[config.mk]
export PLATFORM = sky130hd
export DESIGN_NAME = pcie_throughput_monitor
export DESIGN_NICKNAME = d
export VERILOG_FILES = /design/src/design/perf_mon_pkg.sv /design/src/design/pcie_throughput_monitor.sv /design/src/design/perf_accum.sv
export SDC_FILE = /design/constraint.sdc
export NUM_CORES = 1
export LEC_CHECK = 0
export ABC_CLOCK_PERIOD_IN_PS = 6400
export BUFFER_PORTS_ARGS = -buffer_cell sky130_fd_sc_hd__buf_2
export CAP_MARGIN = 40
export CORE_MARGIN = 8
export CORE_UTILIZATION = 40
export CTS_CLUSTER_SIZE = 8
export DETAILED_ROUTE_END_ITERATION = 7
export PLACE_DENSITY = 0.67
export SYNTH_ARGS = -nofsm -noshare
export SYNTH_HDL_FRONTEND = slang
export SYNTH_SLANG_ARGS = --single-unit
[constraint.sdc]
create_clock -name core_clk -period 6.4 [get_ports core_clk]
set_input_delay 0.96 -clock core_clk [delete_from_list [all_inputs] [get_ports core_clk]]
set_output_delay 0.96 -clock core_clk [all_outputs]
set_load 0.01 [all_outputs]
[src/design/perf_mon_pkg.sv]
// Shared constants for the PCIe throughput monitor
package perf_mon_pkg;
    localparam int unsigned CLK_PERIOD_NS = 40;
    localparam int unsigned INTERVAL_NS = 1_000_000_000;
    localparam int unsigned INTERVAL_CYCLES_DEF = INTERVAL_NS / CLK_PERIOD_NS;
    localparam int unsigned BEAT_BYTES = 16;
    localparam int unsigned CNT_W = 32;
    localparam int unsigned ADD_W = 13;
    localparam int unsigned ADR_W = 8;
    localparam logic [7:0] OFF_TX_UTIL = 8'h00;
    localparam logic [7:0] OFF_RX_UTIL = 8'h04;
    localparam logic [7:0] OFF_TX_PAYLOAD = 8'h08;
    localparam logic [7:0] OFF_RX_PAYLOAD = 8'h0C;
    localparam logic [7:0] OFF_CTRL = 8'h10;
    localparam logic [7:0] OFF_STATUS = 8'h14;
    localparam logic [7:0] OFF_DMA_BASE = 8'h40;
    localparam logic CTRL_ENABLE_RST = 1'b1;
    localparam logic [2:0] FMT_3DW_DATA = 3'h2;
    localparam logic [2:0] FMT_4DW_DATA = 3'h3;
    localparam logic [4:0] TYPE_MEM = 5'h00;
    localparam logic [4:0] TYPE_CPL = 5'h0A;
    localparam logic [12:0] MAX_PAYLOAD_BYTES = 13'h1000;
endpackage : perf_mon_pkg

[src/design/pcie_throughput_monitor.sv]
// PCIe transaction-layer and DMA throughput counters with Wishbone access
`timescale 1ns/10ps
module pcie_throughput_monitor
    import perf_mon_pkg::*;
#(
    parameter int unsigned NUM_ENG = 4,
    parameter int unsigned INTERVAL_CYCLES = INTERVAL_CYCLES_DEF
) (
    input wire logic core_clk,
    input wire logic resetn,
    input wire logic wb_cyc_i,
    input wire logic wb_stb_i,
    input wire logic wb_we_i,
    input wire logic [ADR_W-1:0] wb_adr_i,
    input wire logic [31:0] wb_dat_i,
    input wire logic [3:0] wb_sel_i,
    output logic [31:0] wb_dat_o,
    output logic wb_ack_o,
    input wire logic tx_tvalid,
    input wire logic tx_tready,
    input wire logic tx_tlast,
    input wire logic [127:0] tx_tdata,
    input wire logic [BEAT_BYTES-1:0] tx_tkeep,
    input wire logic rx_tvalid,
    input wire logic rx_tready,
    input wire logic rx_tlast,
    input wire logic [127:0] rx_tdata,
    input wire logic [BEAT_BYTES-1:0] rx_tkeep,
    input wire logic [NUM_ENG-1:0] dma_tvalid,
    input wire logic [NUM_ENG-1:0] dma_tready,
    input wire logic [NUM_ENG*BEAT_BYTES-1:0] dma_tkeep
);
    localparam int unsigned NUM_CNT = 4 + NUM_ENG;

    function automatic logic [4:0] keep_bytes(input logic [BEAT_BYTES-1:0] k);
        logic [4:0] n;
        n = 5'h00;
        for (int i = 0; i < BEAT_BYTES; i++) begin
            n = n + 5'(k[i]);
        end
        return n;
    endfunction : keep_bytes

    function automatic logic [12:0] len_bytes(input logic [9:0] len);
        return (len == 10'h000) ? MAX_PAYLOAD_BYTES : {1'b0, len, 2'b00};
    endfunction : len_bytes

    logic [31:0] timer_r;
    logic tick_r;
    logic enable_r;
    logic [15:0] intervals_r;
    logic tx_in_pkt_r;
    logic rx_in_pkt_r;
    logic wb_ack_r;
    logic [31:0] wb_dat_r;
    logic tx_fire;
    logic rx_fire;
    logic tx_sop;
    logic rx_sop;
    logic tx_is_mwr;
    logic rx_is_cpld;
    logic [ADD_W-1:0] add_val [NUM_CNT];
    logic [CNT_W-1:0] snap [NUM_CNT];
    logic bus_req;
    logic [31:0] rd_mux;

    // Interval timer
    always_ff @(posedge core_clk or negedge resetn) begin
        if (!resetn) begin
            timer_r <= '0;
        end else if (timer_r == INTERVAL_CYCLES - 1) begin
            timer_r <= '0;
        end else begin
            timer_r <= timer_r + 32'h0000_0001;
        end
    end

    always_ff @(posedge core_clk or negedge resetn) begin
        if (!resetn) begin
            tick_r <= 1'b0;
        end else begin
            tick_r <= (timer_r == INTERVAL_CYCLES - 1);
        end
    end

    always_ff @(posedge core_clk or negedge resetn) begin
        if (!resetn) begin
            intervals_r <= '0;
        end else if (tick_r) begin
            intervals_r <= intervals_r + 16'h0001;
        end
    end

    // Packet boundaries, so only the first beat is decoded as a header
    assign tx_fire = tx_tvalid && tx_tready;
    assign rx_fire = rx_tvalid && rx_tready;
    assign tx_sop = tx_fire && !tx_in_pkt_r;
    assign rx_sop = rx_fire && !rx_in_pkt_r;

    always_ff @(posedge core_clk or negedge resetn) begin
        if (!resetn) begin
            tx_in_pkt_r <= 1'b0;
        end else if (tx_fire) begin
            tx_in_pkt_r <= !tx_tlast;
        end
    end

    always_ff @(posedge core_clk or negedge resetn) begin
        if (!resetn) begin
            rx_in_pkt_r <= 1'b0;
        end else if (rx_fire) begin
            rx_in_pkt_r <= !rx_tlast;
        end
    end

    assign tx_is_mwr = (tx_tdata[31:29] == FMT_3DW_DATA
        || tx_tdata[31:29] == FMT_4DW_DATA) && tx_tdata[28:24] == TYPE_MEM;
    assign rx_is_cpld = rx_tdata[31:29] == FMT_3DW_DATA
        && rx_tdata[28:24] == TYPE_CPL;

    // Byte amounts per cycle; disabled counting feeds zeros
    always_comb begin
        add_val[0] = '0;
        add_val[1] = '0;
        add_val[2] = '0;
        add_val[3] = '0;
        if (enable_r && tx_fire) begin
            add_val[0] = {8'h00, keep_bytes(tx_tkeep)};
        end
        if (enable_r && rx_fire) begin
            add_val[1] = {8'h00, keep_bytes(rx_tkeep)};
        end
        if (enable_r && tx_sop && tx_is_mwr) begin
            add_val[2] = len_bytes(tx_tdata[9:0]);
        end
        if (enable_r && rx_sop && rx_is_cpld) begin
            add_val[3] = len_bytes(rx_tdata[9:0]);
        end
    end

    for (genvar e = 0; e < NUM_ENG; e++) begin : g_eng
        assign add_val[4+e] = (enable_r && dma_tvalid[e] && dma_tready[e])
            ? {8'h00, keep_bytes(dma_tkeep[e*BEAT_BYTES +: BEAT_BYTES])}
            : '0;
    end

    for (genvar c = 0; c < NUM_CNT; c++) begin : g_cnt
        perf_accum u_accum (
            .core_clk(core_clk),
            .resetn(resetn),
            .tick(tick_r),
            .add_val(add_val[c]),
            .snap_r(snap[c])
        );
    end

    // Wishbone slave, one wait state; unmapped reads return zero
    assign bus_req = wb_cyc_i && wb_stb_i && !wb_ack_r;

    always_comb begin
        rd_mux = '0;
        unique case (wb_adr_i)
            OFF_TX_UTIL: rd_mux = snap[0];
            OFF_RX_UTIL: rd_mux = snap[1];
            OFF_TX_PAYLOAD: rd_mux = snap[2];
            OFF_RX_PAYLOAD: rd_mux = snap[3];
            OFF_CTRL: rd_mux = {31'h0000_0000, enable_r};
            OFF_STATUS: rd_mux = {16'h0000, intervals_r};
            default: begin
                for (int i = 0; i < NUM_ENG; i++) begin
                    if (wb_adr_i == OFF_DMA_BASE + ADR_W'(4 * i)) begin
                        rd_mux = snap[4+i];
                    end
                end
            end
        endcase
    end

    always_ff @(posedge core_clk or negedge resetn) begin
        if (!resetn) begin
            wb_ack_r <= 1'b0;
        end else begin
            wb_ack_r <= bus_req;
        end
    end

    always_ff @(posedge core_clk or negedge resetn) begin
        if (!resetn) begin
            wb_dat_r <= '0;
        end else if (bus_req && !wb_we_i) begin
            wb_dat_r <= rd_mux;
        end
    end

    always_ff @(posedge core_clk or negedge resetn) begin
        if (!resetn) begin
            enable_r <= CTRL_ENABLE_RST;
        end else if (bus_req && wb_we_i && wb_sel_i[0]
            && wb_adr_i == OFF_CTRL) begin
            enable_r <= wb_dat_i[0];
        end
    end

    assign wb_ack_o = wb_ack_r;
    assign wb_dat_o = wb_dat_r;
endmodule : pcie_throughput_monitor

[src/design/perf_accum.sv]
// One interval accumulator with its software-visible snapshot
`timescale 1ns/10ps
module perf_accum
    import perf_mon_pkg::*;
(
    input wire logic core_clk,
    input wire logic resetn,
    input wire logic tick,
    input wire logic [ADD_W-1:0] add_val,
    output logic [CNT_W-1:0] snap_r
);
    logic [CNT_W-1:0] acc_r;
    logic [CNT_W-1:0] acc_nxt;

    assign acc_nxt = acc_r + CNT_W'(add_val);

    always_ff @(posedge core_clk or negedge resetn) begin
        if (!resetn) begin
            acc_r <= '0;
        end else if (tick) begin
            acc_r <= '0;
        end else begin
            acc_r <= acc_nxt;
        end
    end

    // Last beat of the interval still belongs to it
    always_ff @(posedge core_clk or negedge resetn) begin
        if (!resetn) begin
            snap_r <= '0;
        end else if (tick) begin
            snap_r <= acc_nxt;
        end
    end
endmodule : perf_accum

After elaboration in Yosys (flattened, before gate mapping)
Cells that the tools add are included.

Output and inout bits: 33. Logic and storage cells: 199. Input bits: 415. Register bits after elaboration: 597.

Muxes and demuxes: 24. Add/sub/neg operators: 100. Reductions and logical operators: 37. Equal/unequal tests: 14.

Operators with widths (count): two-way mux 32 bit (13); adder 5 x 1 -> 5 bit (66); adder 32 x 5 -> 32 bit (6); case mux 32 bit (6 select lines) (1); adder 32 x 13 -> 32 bit (2); two-way mux 13 bit (4); adder 32 x 1 -> 32 bit (second input constant) (1); equality test 32 x 25 -> 1 bit (second input constant) (1); equality test 8 x 7 -> 1 bit (second input constant) (4); adder 4 x 1 -> 5 bit (6); two-way mux 5 bit (6); logical AND 1 bit (26); adder 3 x 1 -> 4 bit (6); zero test 10 bit (2); adder 2 x 1 -> 3 bit (6); adder 16 x 1 -> 16 bit (second input constant) (1); equality test 8 x 4 -> 1 bit (second input constant) (2); equality test 8 x 5 -> 1 bit (second input constant) (2); adder 1 x 1 -> 2 bit (6); equality test 3 x 2 -> 1 bit (second input constant) (3); equality test 8 x 3 -> 1 bit (second input constant) (1); zero test 8 bit (1); zero test 1 bit (6); equality test 5 x 4 -> 1 bit (second input constant) (1); 2 further kinds (2).

Logic depth before layout (Yosys ltp)
Word-level depth: 18. Gate-level depth with buffers: 21. Depth with buffers taken out: 20.

Modules after synthesis
From an unflattened synthesis, not the netlist that was laid out.

Cells, all modules: 3472. Area total of the unflattened synthesis: 34078.9 µm².

By module, submodules not included: perf_accum (g_cnt[0].u_accum ...) (area an instance 3098.0 µm², instances 4, cells an instance 301); perf_accum (g_cnt[4].u_accum ...) (area an instance 3293.2 µm², instances 3, cells an instance 331); pcie_throughput_monitor (area an instance 8607.0 µm², instances 1, cells an instance 963); perf_accum (g_cnt[7].u_accum) (area an instance 3200.6 µm², instances 1, cells an instance 312).

Worst setup path before layout
Ideal clock, no wire load.

Path kind: input to register. From: in dma_tkeep[48]. To: reg g_cnt[7].u_accum.snap_r[14]. Buffers on the path: 1. Data required time: 6.263 ns. Stages on the path: 18. Setup time: 0.137 ns. Slack: 0.874 ns. Data arrival time: 5.390 ns. Path through: inv_1 -> fa_1 -> fa_1 -> fa_1 -> fa_1 -> inv_1 -> ha_1 -> fa_1 -> inv_1 -> nor2_1 -> fa_1 -> a21o_1 -> a21o_1 -> a21oi_1 -> buf_2 -> nor3_1 -> xnor2_1 -> a21oi_1.

Longest elaborated chain between the ends: 17.

RTL lines: start, declared (RTL line pcie_throughput_monitor.sv:31) `input wire logic [NUM_ENG*BEAT_BYTES-1:0] dma_tkeep`; adder 1 x 1 -> 2 bit (RTL line pcie_throughput_monitor.sv:39) `n = n + 5'(k[i]);`; adder 2 x 1 -> 3 bit (RTL line pcie_throughput_monitor.sv:39); adder 3 x 1 -> 4 bit (RTL line pcie_throughput_monitor.sv:39); adder 4 x 1 -> 5 bit (RTL line pcie_throughput_monitor.sv:39); adder 5 x 1 -> 5 bit (11 in a row) (RTL line pcie_throughput_monitor.sv:39); two-way mux 5 bit (RTL line pcie_throughput_monitor.sv:143) `? {8'h00, keep_bytes(dma_tkeep[e*BEAT_BYTES +: BEAT_BYTES])}`; adder 32 x 5 -> 32 bit (RTL line perf_accum.sv:15) `assign acc_nxt = acc_r + CNT_W'(add_val);`; end signal, assigned (RTL line perf_accum.sv:32) `snap_r <= acc_nxt;`; end, declared (RTL line perf_accum.sv:10) `output logic [CNT_W-1:0] snap_r`.

No other way between the ends. A chain may end at the register's enable or synchronous reset.

Worst setup path after layout
From: in dma_tkeep[5]. To: reg g_cnt[4].u_accum.snap_r[26].

Longest elaborated chain between the ends: 13.

RTL lines (RTL line): adder 5 x 1 -> 5 bit (11 in a row) (pcie_throughput_monitor.sv:39); two-way mux 5 bit (pcie_throughput_monitor.sv:143); adder 32 x 5 -> 32 bit (perf_accum.sv:15); end signal, assigned (perf_accum.sv:32); end, declared (perf_accum.sv:10).

No other way between the ends.

==> results.yml <==
global_route:
  grt_usage_pct: 17.20
  grt-ovfl-total: 0
  grt_pass1_vias: 22705
  grt_max_degree: 234
  grt_pass1_wl_mm: 120.9
  antenna_found_initial: 0
route:
  drc: 0
  wirelength_met1_mm: 33.78
  routed-wl-met2_mm: 34.50
  drt_iter0_drc: 1788
  vias_per_cell: 5.265
  routed_wl_mm: 74.56
  vias: 22893
  top_layer: "met4"
  drtPass1Iterations: 5
  wl_met3_mm: 4.652
  wl_per_cell_microns: 17.15
  detail-route-antenna-nets: 0
synth:
  syn_nets: 3711
  async_flop_share_pct: 100.0
  ys_ff_latch: 589
  yosysUniqueCellTypes: 74
  synth_flop_cell: "dfrtp_1"
  syn_area_sq_um: 30690
  syn_inst: 3144
  ys_seq_area_share_pct: 48.03
  ys_warn_count: 0
  synth-edff-count: 0
  avgSynthCellArea_sq_um: 9.762
sta:
  clock_skew_ns: 0.02187
  max_slew_margin_pct: 29.80
  finalSetupTns_ns: 0
  setup_ws_ns: 0.8494
  hold_viol_final: 0
  max_freq_mhz: 180.2
  max_slew.worst_pin.slew_ns: 1.053
  rsz0062_at_grt: "no"
  timing.final.setup_violations: 0
  maxSlewViolCount: 0
  fin_crit_sh_pct: 86.73
  min_period_ns: 5.551
cells_and_area:
  finalInstanceArea_sq_um: 34930
  syn2layout_area_growth_pct: 13.82
  layout-drive-gt1-share_pct: 11.88
  finalNonFillerCells: 4348
  fin_nets: 3869
pwr:
  total_power_w: 0.008630
  peakVddDrop_uv: 169.4
  powerDensity_nw_per_um2: 247.0
  total_leakage_power_nw: 16.19
hold_path:
  hold_class: "in -> async"
place:
  gp_congestion: 0.8623
  placedInstanceArea_sq_um: 32670
  dp_hpwl_mm: 52.14
  io_buffer_count: 192
  post-place-ws_ns: 0.1557
  place_inst: 4247
floorplanning:
  rows: 101
  start_util_pct: 40.41
  die_area_sq_um: 85850
  die_w_microns: 293.0
  core_region_area_sq_um: 75950
  die-height_microns: 293.0
  io_pins: 448
critical_path:
  rrSetupSlack_ns: 2.12
  r2r-end: "g_cnt[3].u_accum.acc_r[20]"
  crit_type: "in -> reg"
  crit_start: "dma_tkeep[5]"
  cp-start-kind: "input port"
  r2r_cells: 11
  critPathArrivalTime_ns: 6.09
  crit_fanout: 6
  required_ns: 6.93
  r2r-start: "enable_r"
  end_kind: "flip-flop"
clock_network:
  h-tree-depth: 3
  cts-root-buf: "clkbuf_16"
  cts_made_buffers: 83
  postCtsSetupRepairBufs: 0
  cts_tree: "done"
  clkSinkCount: 589
  cts_buffer_depth: 3
  ctsResizeCount: 0
  clkTransAtPathRegs_ns: 0.05
  clkLatencyLatePin_ns: 0.63
  ctsHoldBuffers: 0
run_status:
  status: "finished, final reports clean"
flow_run:
  max_cap_viol_count: 0
==> routing by layer <==
layer	vias to the layer above	GRT usage (%)
met2	509	27.08
met3	91	3.457
met1	11296	23.78
li1	10997	-
met4	0	5.500
met5	-	0
==> stage by stage <==
| stage | hold slack (ns) | utilization, % |
|---|---|---|
| global route | 0.3816 | 45.99 |
| CTS | 0.3618 | 45.99 |
| detailed placement | 0.4645 | 43.02 |
| finish | 0.3556 | 46.00 |
| floorplan | 0.4376 | - |
| global placement | 0.4581 | 42.99 |
==> layout make-up <==
cell class,count,area (sq um)
Antenna cell,1,2.502
Clock buffer,94,2150
Clock inverter,6,111.4
Fill cell,7174,41020
Inverter,175,656.9
Multi-Input combinational cell,2226,14670
Sequential cell,589,14740
Tap cell,1030,1289
Timing Repair Buffer,227,1306
==> logic make-up (layout without fill, tap and decap cells) <==
kind of cell,Yosys count,after routing,synth area share (%)
AOI/OAI and AO/OA,559,559,10.60
adders and majority gates,152,152,7.860
muxes,77,77,3.111
and+or+nand+nor,1164,1164,18.37
xor gates and xnor gates,274,274,7.819
DFF,589,589,48.03
other,0,1,0
buffers and inverters,329,502,4.207
==> critical path, stage by stage <==
cell and delay, ns:
buf_2 0.08, inv_1 0.04, fa_1 0.58, fa_1 0.48
fa_1 0.50, fa_1 0.49, inv_1 0.04, ha_1 0.20
fa_1 0.48, inv_1 0.04, nor2_1 0.19, fa_1 0.25
a21o_1 0.14, a21oi_1 0.10, o21bai_1 0.52, nand4_1 0.39
or3_1 0.42, a31oi_1 0.18
==> cell usage in the layout (no fill, tap or decap), drive strengths merged, types with 96 or more instances in the layout <==
master,instances
inv,178
a21oi,278
o21ai,131
xnor2,132
xor2,142
buf,227
dfrtp,588
nand3,96
nand2,199
nor2,525
==> cell usage after synthesis, drive strengths merged, types with 3 or more instances <==
cell	count	area [sq um]
o2111ai	7	61.31
or2	3	18.77
mux4	12	270.3
and4	25	224.0
xor2	142	1244
a31oi	17	106.4
nand3	96	495.5
nor4	23	210.2
ha	84	1051
nand4b	7	61.31
nor3	40	216.5
clkbuf	113	426.7
buf	41	207.7
nand2	199	747.0
a21boi	3	22.52
or4	4	30.03
nor4b	14	162.7
o211ai	17	132.6
a221oi	31	277.8
and2	40	252.7
o31ai	10	75.07
and3	57	356.6
a22o	7	61.31
a22oi	14	105.1
dfrtp	588	14710
nand2b	3	18.77
o21a	6	45.04
or3	16	100.1
nor2	525	1973
a21oi	278	1395
fa	68	1361
mux2i	38	380.4
nor3b	16	135.1
o21bai	6	45.04
xnor2	132	1156
nor2b	23	143.9
o21ai	131	655.6
nand4	67	434.2
a21o	24	180.2
mux2	27	304.0
inv	175	656.9
==> registers in the layout (all words and copies together), names as in the netlist <==
register              flops
g_cnt.u_accum.acc_r     252
g_cnt.u_accum.snap_r    252
timer_r                  32
wb_dat_o                 32
intervals_r              16
enable_r                  1
rx_in_pkt_r               1
tick_r                    1
tx_in_pkt_r               1
wb_ack_o                  1
==> where the power goes <==
part	internal [W]	total (W)	switching [W]
registers	0.00375	0.00377	0.0000127
logic	0.000394	0.000922	0.000528
clock network	0.00235	0.00394	0.00159
total	0.00650	0.00863	0.00213
==> worst max path at each step <==
stage | endpoint | slack (ns) | cells past startpoint
floorplan | g_cnt[7].u_accum.snap_r[14] | 0.87 | 18
global route | g_cnt[4].u_accum.snap_r[28] | 0.51 | 18
finish | g_cnt[4].u_accum.snap_r[26] | 0.85 | 18
CTS | g_cnt[4].u_accum.snap_r[26] | 0.82 | 18
global placement | g_cnt[4].u_accum.snap_r[28] | 0.25 | 18
detailed placement | g_cnt[4].u_accum.snap_r[24] | 0.16 | 18
No activity file was read; power rests on OpenSTA's default activity.
